<file path="src/pbb_pkg.sv">
// package: constants, register layout and state types of the pci byte bus bridge
package pbb_pkg;

    // register map
    localparam logic [31:0] PBB_CTRL_ADDR = 32'h0010_3060;
    localparam int PBB_BASE_HI = 31;
    localparam int PBB_BASE_LO = 26;
    localparam int PBB_WS_HI = 10;
    localparam int PBB_WS_LO = 8;
    localparam int PBB_EN_BIT = 7;
    localparam int PBB_DIV_HI = 4;
    localparam int PBB_DIV_LO = 0;
    localparam logic [5:0] PBB_BASE_RESET = 6'h00;
    localparam logic [2:0] PBB_WS_RESET = 3'h0;
    localparam logic PBB_EN_RESET = 1'h0;
    localparam logic [4:0] PBB_DIV_RESET = 5'h1f;
    localparam logic [4:0] PBB_DIV_ILLEGAL = 5'h00;

    // pci commands accepted by the target
    localparam logic [3:0] PBB_CMD_MEM_RD = 4'h6;
    localparam logic [3:0] PBB_CMD_MEM_WR = 4'h7;

    // address/data pin layout during the byte bus data phase
    localparam int PBB_BA_HI = 25;
    localparam int PBB_BA_LO = 2;
    localparam int PBB_DATA_HI = 31;
    localparam int PBB_DATA_LO = 24;
    localparam logic [31:0] PBB_OE_NONE = 32'h0000_0000;
    localparam logic [31:0] PBB_OE_ADDR = 32'h00ff_ffff;
    localparam logic [31:0] PBB_OE_ALL = 32'hffff_ffff;
    localparam logic [7:0] PBB_BYTE_IDLE = 8'h00;

    // strobe positions on the byte enable pins
    localparam int PBB_STB_RD = 0;
    localparam int PBB_STB_WR = 1;
    localparam int PBB_STB_DS = 2;
    localparam int PBB_STB_SPARE = 3;

    // synchroniser vector: {frame_n, irdy_n, cbe_n[3:0], ad[31:0]}
    localparam int PBB_SY_W = 38;
    localparam int PBB_SY_FRAME = 37;
    localparam int PBB_SY_IRDY = 36;
    localparam int PBB_SY_CBE_HI = 35;
    localparam int PBB_SY_CBE_LO = 32;

    typedef enum logic [1:0] {
        PBB_IDLE,
        PBB_CLAIM,
        PBB_STROBE,
        PBB_PRESENT
    } pbb_fsm_t;

    typedef struct packed {
        logic [5:0] base;
        logic [2:0] ws;
        logic en;
        logic [4:0] div;
        logic [31:0] prdata;
        logic pslverr;
        logic [PBB_SY_W-1:0] s1;
        logic [PBB_SY_W-1:0] s2;
        logic [PBB_SY_W-1:0] s3;
        logic [PBB_SY_W-1:0] flt;
        logic frame_prev;
        logic strap_done;
        logic clk_gen;
        logic [4:0] clk_cnt;
        logic clk_q;
        pbb_fsm_t fsm;
        logic wr;
        logic [23:0] addr;
        logic [7:0] data;
        logic [2:0] wcnt;
        logic [3:0] rd_len;
    } pbb_state_t;

endpackage

</file>
<file path="src/pbb_bridge.sv">
// pci target bridge onto an 8-bit data, 24-bit address byte bus, with apb control register
//
// Functional notes
// - one control register at fixed address
// - bit 7 enables byte bus, resets off
// - bits 10:8 give 0..7 wait states
// - divider period is field plus one
// - boot strap picks clock pin direction
// - read word: data byte over address
// - write drives top byte, address below
// - byte address is word offset over four
// - accept single and burst target transfers
// - bursts insert wait states per byte
// - read strobes lengthened by wait states
// - write strobes delayed by wait states
// - release lines outside active drive
// - pins reused as address, data, strobes
// - target ready only after wait states
// - interrupt b pin is global select
`timescale 1ns/1ps

module pbb_bridge (
    input wire logic pclk,
    input wire logic presetn,
    input wire logic pce,
    input wire logic psel,
    input wire logic penable,
    input wire logic pwrite,
    input wire logic [31:0] paddr,
    input wire logic [31:0] pwdata,
    output logic [31:0] prdata,
    output logic pready,
    output logic pslverr,
    input wire logic clk_gen_strap,
    output logic pci_clk_out,
    output logic pci_clk_oe,
    input wire logic frame_n_in,
    input wire logic irdy_n_in,
    input wire logic [3:0] cbe_n_in,
    input wire logic [31:0] ad_in,
    output logic [31:0] ad_out,
    output logic [31:0] ad_oe,
    output logic [3:0] cbe_n_out,
    output logic cbe_oe,
    output logic trdy_n_out,
    output logic trdy_oe,
    output logic devsel_n_out,
    output logic devsel_oe,
    output logic intb_n_out,
    output logic intb_oe
);
    import pbb_pkg::*;

    ////////////////////////////////////////////////////////////////////////////////

    pbb_state_t st;
    pbb_state_t nx;
    logic frame_fall;
    logic irdy_low;
    logic frame_low;
    logic [3:0] cmd;
    logic stb_act;
    logic rd_lo;
    logic wr_lo;
    logic apb_wr_ctrl;

    // a changed level only counts once stages two and three agree
    function automatic logic [PBB_SY_W-1:0] agree(
        input logic [PBB_SY_W-1:0] old,
        input logic [PBB_SY_W-1:0] a,
        input logic [PBB_SY_W-1:0] b
    );
        agree = ((a ~^ b) & a) | ((a ^ b) & old);
    endfunction

    function automatic logic base_hit(input logic [31:0] a, input logic [5:0] base);
        base_hit = a[PBB_BASE_HI:PBB_BASE_LO] == base;
    endfunction

    // high for the first half of the period; odd fields give an even split
    function automatic logic clk_high(input logic [4:0] cnt, input logic [4:0] div);
        logic [5:0] half;
        half = ({1'h0, div} + 6'h01) >> 1;
        clk_high = {1'h0, cnt} < half;
    endfunction

    function automatic logic [31:0] ctrl_word(input pbb_state_t s);
        logic [31:0] w;
        w = '0;
        w[PBB_BASE_HI:PBB_BASE_LO] = s.base;
        w[PBB_WS_HI:PBB_WS_LO] = s.ws;
        w[PBB_EN_BIT] = s.en;
        w[PBB_DIV_HI:PBB_DIV_LO] = s.div;
        ctrl_word = w;
    endfunction

    ////////////////////////////////////////////////////////////////////////////////

    assign frame_fall = st.frame_prev && !st.flt[PBB_SY_FRAME];
    assign irdy_low = !st.flt[PBB_SY_IRDY];
    assign frame_low = !st.flt[PBB_SY_FRAME];
    assign cmd = st.flt[PBB_SY_CBE_HI:PBB_SY_CBE_LO];
    assign apb_wr_ctrl = psel && penable && pwrite && (paddr == PBB_CTRL_ADDR);

    always_comb
    begin
        nx = st;
        nx.s1 = {frame_n_in, irdy_n_in, cbe_n_in, ad_in};
        nx.s2 = st.s1;
        nx.s3 = st.s2;
        nx.flt = agree(st.flt, st.s2, st.s3);
        nx.frame_prev = st.flt[PBB_SY_FRAME];

        // strap is caught once, on the first enabled edge after reset release
        if (!st.strap_done)
        begin
            nx.strap_done = 1'h1;
            nx.clk_gen = clk_gen_strap;
        end

        // >= guards against a new divider below the running count
        if (st.clk_cnt >= st.div)
        begin
            nx.clk_cnt = '0;
        end
        else
        begin
            nx.clk_cnt = st.clk_cnt + 5'h01;
        end
        nx.clk_q = clk_high(nx.clk_cnt, st.div);

        // read data and error are fixed in the setup cycle
        if (psel && !penable)
        begin
            nx.pslverr = paddr != PBB_CTRL_ADDR;
            nx.prdata = (paddr == PBB_CTRL_ADDR) ? ctrl_word(st) : '0;
        end
        if (apb_wr_ctrl)
        begin
            nx.base = pwdata[PBB_BASE_HI:PBB_BASE_LO];
            nx.ws = pwdata[PBB_WS_HI:PBB_WS_LO];
            nx.en = pwdata[PBB_EN_BIT];
            // an illegal zero divider would stall the clock, so it is not taken
            if (pwdata[PBB_DIV_HI:PBB_DIV_LO] != PBB_DIV_ILLEGAL)
            begin
                nx.div = pwdata[PBB_DIV_HI:PBB_DIV_LO];
            end
        end

        nx.rd_len = '0;
        unique case (st.fsm)
            PBB_IDLE:
            begin
                if (frame_fall && st.en && base_hit(st.flt[31:0], st.base) &&
                    (cmd == PBB_CMD_MEM_RD || cmd == PBB_CMD_MEM_WR))
                begin
                    nx.fsm = PBB_CLAIM;
                    nx.wr = cmd == PBB_CMD_MEM_WR;
                    nx.addr = st.flt[PBB_BA_HI:PBB_BA_LO];
                end
            end
            PBB_CLAIM:
            begin
                if (irdy_low)
                begin
                    if (st.wr)
                    begin
                        nx.data = st.flt[PBB_DATA_HI:PBB_DATA_LO];
                    end
                    nx.wcnt = '0;
                    nx.fsm = PBB_STROBE;
                end
                else if (!frame_low)
                begin
                    nx.fsm = PBB_IDLE;
                end
            end
            PBB_STROBE:
            begin
                if (!st.wr)
                begin
                    nx.rd_len = st.rd_len + 4'h1;
                end
                // the read byte passes the pin filter: under four waits it is stale
                if (st.wcnt == st.ws)
                begin
                    if (!st.wr)
                    begin
                        nx.data = st.flt[PBB_DATA_HI:PBB_DATA_LO];
                    end
                    nx.fsm = PBB_PRESENT;
                end
                else
                begin
                    nx.wcnt = st.wcnt + 3'h1;
                end
            end
            PBB_PRESENT:
            begin
                if (irdy_low)
                begin
                    if (frame_low)
                    begin
                        nx.addr = st.addr + 24'h000001;
                        nx.fsm = PBB_CLAIM;
                    end
                    else
                    begin
                        nx.fsm = PBB_IDLE;
                    end
                end
            end
        endcase
    end

    always_ff @(posedge pclk or negedge presetn)
    begin
        if (!presetn)
        begin
            st <= '0;
            st.base <= PBB_BASE_RESET;
            st.ws <= PBB_WS_RESET;
            st.en <= PBB_EN_RESET;
            st.div <= PBB_DIV_RESET;
            st.s1 <= '1;
            st.s2 <= '1;
            st.s3 <= '1;
            st.flt <= '1;
            st.frame_prev <= 1'h1;
            st.fsm <= PBB_IDLE;
        end
        else if (pce)
        begin
            st <= nx;
        end
    end

    ////////////////////////////////////////////////////////////////////////////////

    // pins other than the generated clock are only driven while a transfer is claimed
    assign stb_act = st.fsm == PBB_STROBE;
    assign rd_lo = stb_act && !st.wr;
    assign wr_lo = stb_act && st.wr && (st.wcnt == st.ws);

    always_comb
    begin
        cbe_n_out = '1;
        cbe_n_out[PBB_STB_RD] = !rd_lo;
        cbe_n_out[PBB_STB_WR] = !wr_lo;
        cbe_n_out[PBB_STB_DS] = !(rd_lo || wr_lo);
        cbe_n_out[PBB_STB_SPARE] = 1'h1;
        ad_out = {st.data, st.addr};
        ad_oe = PBB_OE_NONE;
        if (stb_act)
        begin
            ad_out = st.wr ? {st.data, st.addr} : {PBB_BYTE_IDLE, st.addr};
            ad_oe = st.wr ? PBB_OE_ALL : PBB_OE_ADDR;
        end
        else if (st.fsm == PBB_PRESENT && !st.wr)
        begin
            ad_oe = PBB_OE_ALL;
        end
    end

    assign cbe_oe = stb_act;
    assign trdy_n_out = st.fsm != PBB_PRESENT;
    assign trdy_oe = st.fsm != PBB_IDLE;
    assign devsel_n_out = st.fsm == PBB_IDLE;
    assign devsel_oe = st.fsm != PBB_IDLE;
    assign intb_n_out = st.fsm == PBB_IDLE;
    assign intb_oe = st.fsm != PBB_IDLE;
    assign pci_clk_out = st.clk_q;
    assign pci_clk_oe = st.clk_gen;
    assign prdata = st.prdata;
    assign pslverr = st.pslverr;
    // ready follows the enable, so a frozen block holds the bus master off
    assign pready = pce;
endmodule // pbb_bridge

</file>
<file path="config.mk">
export PLATFORM = sky130hd
export DESIGN_NAME = pbb_bridge
export DESIGN_NICKNAME = d
export VERILOG_FILES = /design/src/pbb_pkg.sv /design/src/pbb_bridge.sv
export SDC_FILE = /design/constraint.sdc
export NUM_CORES = 1
export LEC_CHECK = 0
export BUFFER_PORTS_ARGS = -buffer_cell sky130_fd_sc_hd__clkbuf_2
export CORE_AREA = 5 5 118 231
export DETAILED_ROUTE_END_ITERATION = 10
export DIE_AREA = 0 0 123 236
export GPL_ROUTABILITY_DRIVEN = 0
export PLACE_DENSITY = 0.66
export SYNTH_ARGS = -nofsm -noshare
export SYNTH_HDL_FRONTEND = slang
export SYNTH_SLANG_ARGS = --single-unit
</file>
<file path="constraint.sdc">
create_clock -name pclk -period 4.2 [get_ports pclk]
set_clock_uncertainty 0.05 [all_clocks]
set_input_delay 0.21 -clock pclk [delete_from_list [all_inputs] [get_ports pclk]]
set_output_delay 0.21 -clock pclk [all_outputs]
set_load 0.1 [all_outputs]
</file>
# Word level (Yosys, flattened, before mapping)
# Index checks and enable logic that the tools add are counted.
[op_classes]
bitwise = 6
addsub = 4
n_mux = 23
n_eq_ne = 19
n_reduce_logical = 34
n_lt_le_gt_ge = 2
[ops]
columns = ["cell", "count"]
rows = [
  ["32-bit 2-to-1 mux", 6],
  ["38-bit bitwise AND", 2],
  ["24-bit 2-to-1 mux", 2],
  ["24-bit case mux with 2 select lines", 1],
  ["38-bit bitwise OR", 1],
  ["38-bit bitwise XNOR", 1],
  ["38-bit bitwise XOR", 1],
  ["32-bit by 21-bit == test with 1-bit output, second input constant", 1],
  ["32-bit by 21-bit != test with 1-bit output, second input constant", 1],
  ["27-bit 2-to-1 mux", 1],
  ["24-bit by 1-bit adder with 24-bit output, second input constant", 1],
  ["8-bit 2-to-1 mux", 3],
  ["11-bit case mux with 2 select lines", 1],
  ["2-bit != test, second input constant", 7],
  ["1-bit logical AND", 12],
  ["11-bit 2-to-1 mux", 1],
  ["5-bit AND reduction", 2],
  ["4-bit by 3-bit == test with 1-bit output, second input constant", 2],
  ["2-bit 2-to-1 mux", 4],
  ["2-bit case mux with 4 select lines", 1],
  ["5-bit by 1-bit adder with 6-bit output, second input constant", 1],
  ["6-bit == test", 1],
  ["1-bit zero test", 6],
  ["2-bit AND reduction", 3],
  ["other kinds (20)", 26],
]
[totals]
ff_bits = 247
input_bits = 109
output_inout_bits = 111
wordCells = 108

# Longest topological paths before layout
[depth]
ltp_word = 7
mapped_depth = 12
mapped_depth_nobuf = 12

# Worst setup path before layout
# OpenSTA, ideal clock, no wires.
[synth_timing]
kind = "register to output"
startpoint = "reg st[40] in the netlist's numbering"
endpoint = "out ad_oe[25]"
required_time_ns = 3.940
path_stages_with_launch = 7
path_slack_ns = -0.152
t_arrival_ns = 4.092
path_buffers = 2
cell_sequence = "dfrtp_1 -> inv_1 -> ha_1 -> clkbuf_1 -> a21o_1 -> and2_1 -> buf_4"
[synth_via]
elab_cells_between_ends = 5
cone_classes = "eq/ne (2); mux (2); reduce/logical (1)"
[synth_lines]
columns = ["element", "line_no", "text"]
rows = [
  ["start, declared", "pbb_bridge.sv:56", "pbb_state_t st;"],
  ["start signal, assigned", "pbb_bridge.sv:234", "st <= nx;"],
  ["2-bit == test", "pbb_bridge.sv:241", "assign stb_act = st.fsm == PBB_STROBE;"],
  ["via cbe_oe", "pbb_bridge.sv:44", "output logic cbe_oe,"],
  ["32-bit 2-to-1 mux", "pbb_bridge.sv:254", "if (stb_act)"],
  ["end, declared", "pbb_bridge.sv:42", "output logic [31:0] ad_oe,"],
]
# The timed path passes the listed nets, and every way through them passes these cells.

# Final worst setup path
[layout_timing]
startpoint = "reg st[40] in the netlist's numbering"
endpoint = "out ad_oe[27]"
[layout_via]
elab_chain_cells = 4
elab_cells_between_ends = 5
cone_classes = "eq/ne (2); mux (2); reduce/logical (1)"
[layout_rtl]
columns = ["element", "line_no", "text"]
rows = [
  ["2-bit == test", "pbb_bridge.sv:259", "else if (st.fsm == PBB_PRESENT && !st.wr)"],
  ["1-bit logical AND", "pbb_bridge.sv:259", ""],
  ["32-bit 2-to-1 mux", "pbb_bridge.sv:259", ""],
  ["32-bit 2-to-1 mux *", "pbb_bridge.sv:254", ""],
]
# Mark *: on every way between the ends. The rest lies on a longest branch, timed or not.

==> qor.txt <==
FF-to-FF setup slack -> 1.27 ns
Critical R2R Launch -> st[77]$_DFFE_PN1P_
Unrepaired setup endpoints after global routing -> false
Delay-heaviest family, CP -> buffers and inverters
Worst min path class -> input pin to flip-flop
Register Area -> 5740 um2
Flop pwr share -> 0.352
Clock latency on the worst-skew pair -> 0.51 ns
Dpl cells -> 1,343
Number of global-route vias before repair -> 7,475
Initial core utilization -> 0.445
Maxcap violations -> 0
Post-synthesis sequential area ratio -> 0.514
Ys async rst share -> 1.00
Die width -> 123 um
Startpoint Class -> flip-flop
Detailed-route wire length per cell -> 16.9 um
Area growth, synth to finish -> 17.0%
Final setup viols -> 0
Synth Area in Adders -> 0.0593
CTS Root Cell -> clkbuf_16
Peak supply drop -> 1.01 mV
Routed wire length -> 24,200 um
Yosys warning count -> 0
Post-synthesis compound-gate area fraction -> 0.0996
Psw -> 0.00409 W
CP peak stage delay -> 0.50 ns
Critical path depth -> 5
Largest net degree at the start of global routing -> 128
Avg Cell Area, Syn -> 12.0 um2
Proportion of synthesized area in mux cells -> 0.134
Core Area -> 25,100 um2
Post-synth EDFFs -> 0
Simple-gate portion of the synthesized area -> 0.0990
Largest family of logic cells by synthesized area -> multiplexers
Tot GR Track Use -> 0.166
Post-CTS sizing -> 0
Gate power share -> 0.423
Vias -> 7,383
Multi-input logic area -> 4570 um2
Commonest non-fill, non-tap cell in the layout -> clkbuf_2
P_leak -> 5.86 nW
WS Path Type -> flip-flop to output port
Hold wc startpoint -> pce
Minimum clock period -> 3.00 ns
CTS buffer count -> 21
DRC viols -> 0
Initial antenna violation count -> 0
Clock Sinks -> 222
Final cell count without fillers -> 1,434
Worst-path fanout max -> 32
Cell variety after synth -> 61
Setup crit start -> st[40]$_DFFE_PN0P_
Critical path capture point type -> output port
Worst slew pin tran -> 0.890 ns
Grt total ovfl -> 0
Final hold violation count -> 0
Status -> finished, final reports clean
CTS tree -> done
Most used DFF post-synth -> dfstp_2
# rows -> 82
Sw Ratio -> 0.463
DR vias/cell -> 5.15
Share of cells above drive strength 1 -> 0.472
Most frequent cells in the layout -> clkbuf_2, dfstp_2, mux2_2
Final-layout fill cell count -> 2,170
Reg-to-reg endpoint -> st[25]$_DFFE_PN0P_
Relative slew slack -> 0.407
Critical-path top delay cell -> clkbuf_2
ANT cells -> 0
Synthesized area -> 11,200 um2
Crit path capture -> ad_oe[27]
H-Tree Depth -> 1
XOR/XNOR Fraction of Synth Area -> 0.0110
Initial detailed-routing violation count -> 334
Buf/Inv on CP -> 2
Cells on worst reg2reg path -> 6
Clock buffer depth -> 3
Number of synthesized register bits -> 222
Max Slew Vio Count -> 0
Die area -> 29,000 um2
Die Height -> 236 um
Cell Pwr Density -> 675 nW/um2
Global-route wire length before repair -> 39,000 um
Clock power frac -> 0.225
Arrival @ worst endpoint -> 2.74 ns
Final nets -> 1,245
Antenna Nets Post-Route -> 0
Cell-internal power -> 0.00475 W
Ports -> 220
First drt pass iteration count -> 4
WP data required -> 3.94 ns
Final HPWL DP -> 17,200 um
Post-route clock period utilization -> 0.714
Port Buffer Count -> 182
CTS clk-pin slew, worst paths -> 0.07 ns
Maximum clock rate -> 0.333 GHz
Post-Route Setup TNS -> 0 ns
Syn Inst Count -> 931
Cell Chain, Critical Path -> ha_1 -> buf_4 -> a21o_2 -> and2_1 -> clkbuf_2
## state kept, by name (all words and copies together), names as in the netlist, named ones only
signal       cells
cmd              4
nx              73
pci_clk_oe       1
pci_clk_out      1
prdata          15
pslverr          1
st             126
## per-stage QoR
stage	utilization	setup WS, ns	power (W)	cell area, um2	hold WS [ns]
floorplan	-	0.246	0.00647	11200	-0.136
CTS	0.520	1.16	0.00897	13100	0.0105
global route	0.520	1.04	0.00927	13100	0.188
finish	0.520	1.20	0.00884	13100	0.130
global placement	0.470	1.30	0.00682	11800	0.314
detailed placement	0.470	1.25	0.00688	11800	0.321
## synth_stat cells, types with 2 or more instances
master | instances | area, um2
dfstp_2 | 150 | 3940
nor4b_1 | 3 | 26.3
a22o_1 | 54 | 473
nor4_1 | 5 | 31.3
o21ai_1 | 5 | 25.0
nor2b_1 | 5 | 31.3
and3_1 | 2 | 12.5
a21o_1 | 5 | 37.5
clkbuf_1 | 22 | 82.6
and2_1 | 10 | 62.6
o21a_1 | 3 | 22.5
nor3_1 | 12 | 60.1
conb_1 | 2 | 7.51
dfrtp_1 | 72 | 1800
a22oi_1 | 5 | 37.5
nor2_1 | 19 | 71.3
nand4b_1 | 3 | 26.3
nand4_1 | 7 | 43.8
buf_1 | 8 | 30.0
xnor2_1 | 8 | 70.1
o211ai_1 | 3 | 22.5
ha_1 | 53 | 663
a32oi_1 | 7 | 61.3
xor2_1 | 6 | 52.6
a21oi_1 | 27 | 135
nand2_1 | 48 | 180
a31oi_1 | 4 | 25.0
nand2b_1 | 38 | 238
mux2i_1 | 2 | 20.0
nand3b_1 | 2 | 15.0
inv_1 | 19 | 71.3
nor3b_1 | 3 | 22.5
o31ai_1 | 2 | 15.0
mux2_2 | 130 | 1460
or2_2 | 3 | 18.8
and4_1 | 5 | 43.8
a2111oi_0 | 3 | 26.3
o21ai_0 | 25 | 125
buf_4 | 91 | 683
nand3_1 | 24 | 120
or4_1 | 6 | 45.0
o22ai_1 | 3 | 18.8
buf_2 | 9 | 45.0
## power by group through the flow
| stage | logic (W) | clock network, W | registers (W) |
|---|---|---|---|
| final | 0.00374 | 0.00199 | 0.00311 |
| after CTS | 0.00378 | 0.00206 | 0.00312 |
| after detailed placement | 0.00373 | 0 | 0.00315 |
| after global placement | 0.00369 | 0 | 0.00314 |
| after global routing | 0.00396 | 0.00214 | 0.00317 |
| after floorplan | 0.00344 | 0 | 0.00303 |
## kinds of logic after synthesis
logic type | count (synthesis)
xor+xnor | 14
compound gates | 156
buf+inv | 151
fa+ha+maj | 53
other cells | 2
simple gates | 200
flops | 222
mux | 133
## how the worst min path moves through the flow
stage                     slack (ns)                  end  cells after the start
after floorplan                -0.14            async pin                      0
after global placement          0.31   st[19]$_DFFE_PN0P_                      1
after detailed placement        0.32   st[15]$_DFFE_PN0P_                      1
after CTS                       0.01  nx[163]$_DFFE_PN1P_                      2
after global routing            0.19   st[87]$_DFFE_PN1P_                      3
final                           0.13   st[87]$_DFFE_PN1P_                      3
## what timing repair did
action | 4_1_cts | 5_1_grt
setup endpoints to repair | 0 | 0
setup buffers | 0 | 0
hold buffers | 52 | 1
hold endpoints to repair | 64 | 1
## metal layers
layer,global-route usage,share of wire
met3,0.0259,0.053
met2,0.323,0.56
met5,0,0
met4,0.0518,0.021
met1,0.179,0.37
## layout make-up
class	count	share of cell area
Sequential cell	222	0.439
Multi-Input combinational cell	574	0.349
Timing Repair Buffer	244	0.118
Clock buffer	30	0.0507
Tap cell	336	0.0321
Inverter	20	0.00574
Clock inverter	8	0.00555
## worst reg2reg max path: stages, from the launching register on
cell      delay, ns
dfstp_2        0.56
xor2_1         0.07
nor3_1         0.41
nand3_2        0.43
a21o_1         0.62
or4_1          0.63
o211ai_2       0.09
Power figures use the tool's default switching activity.
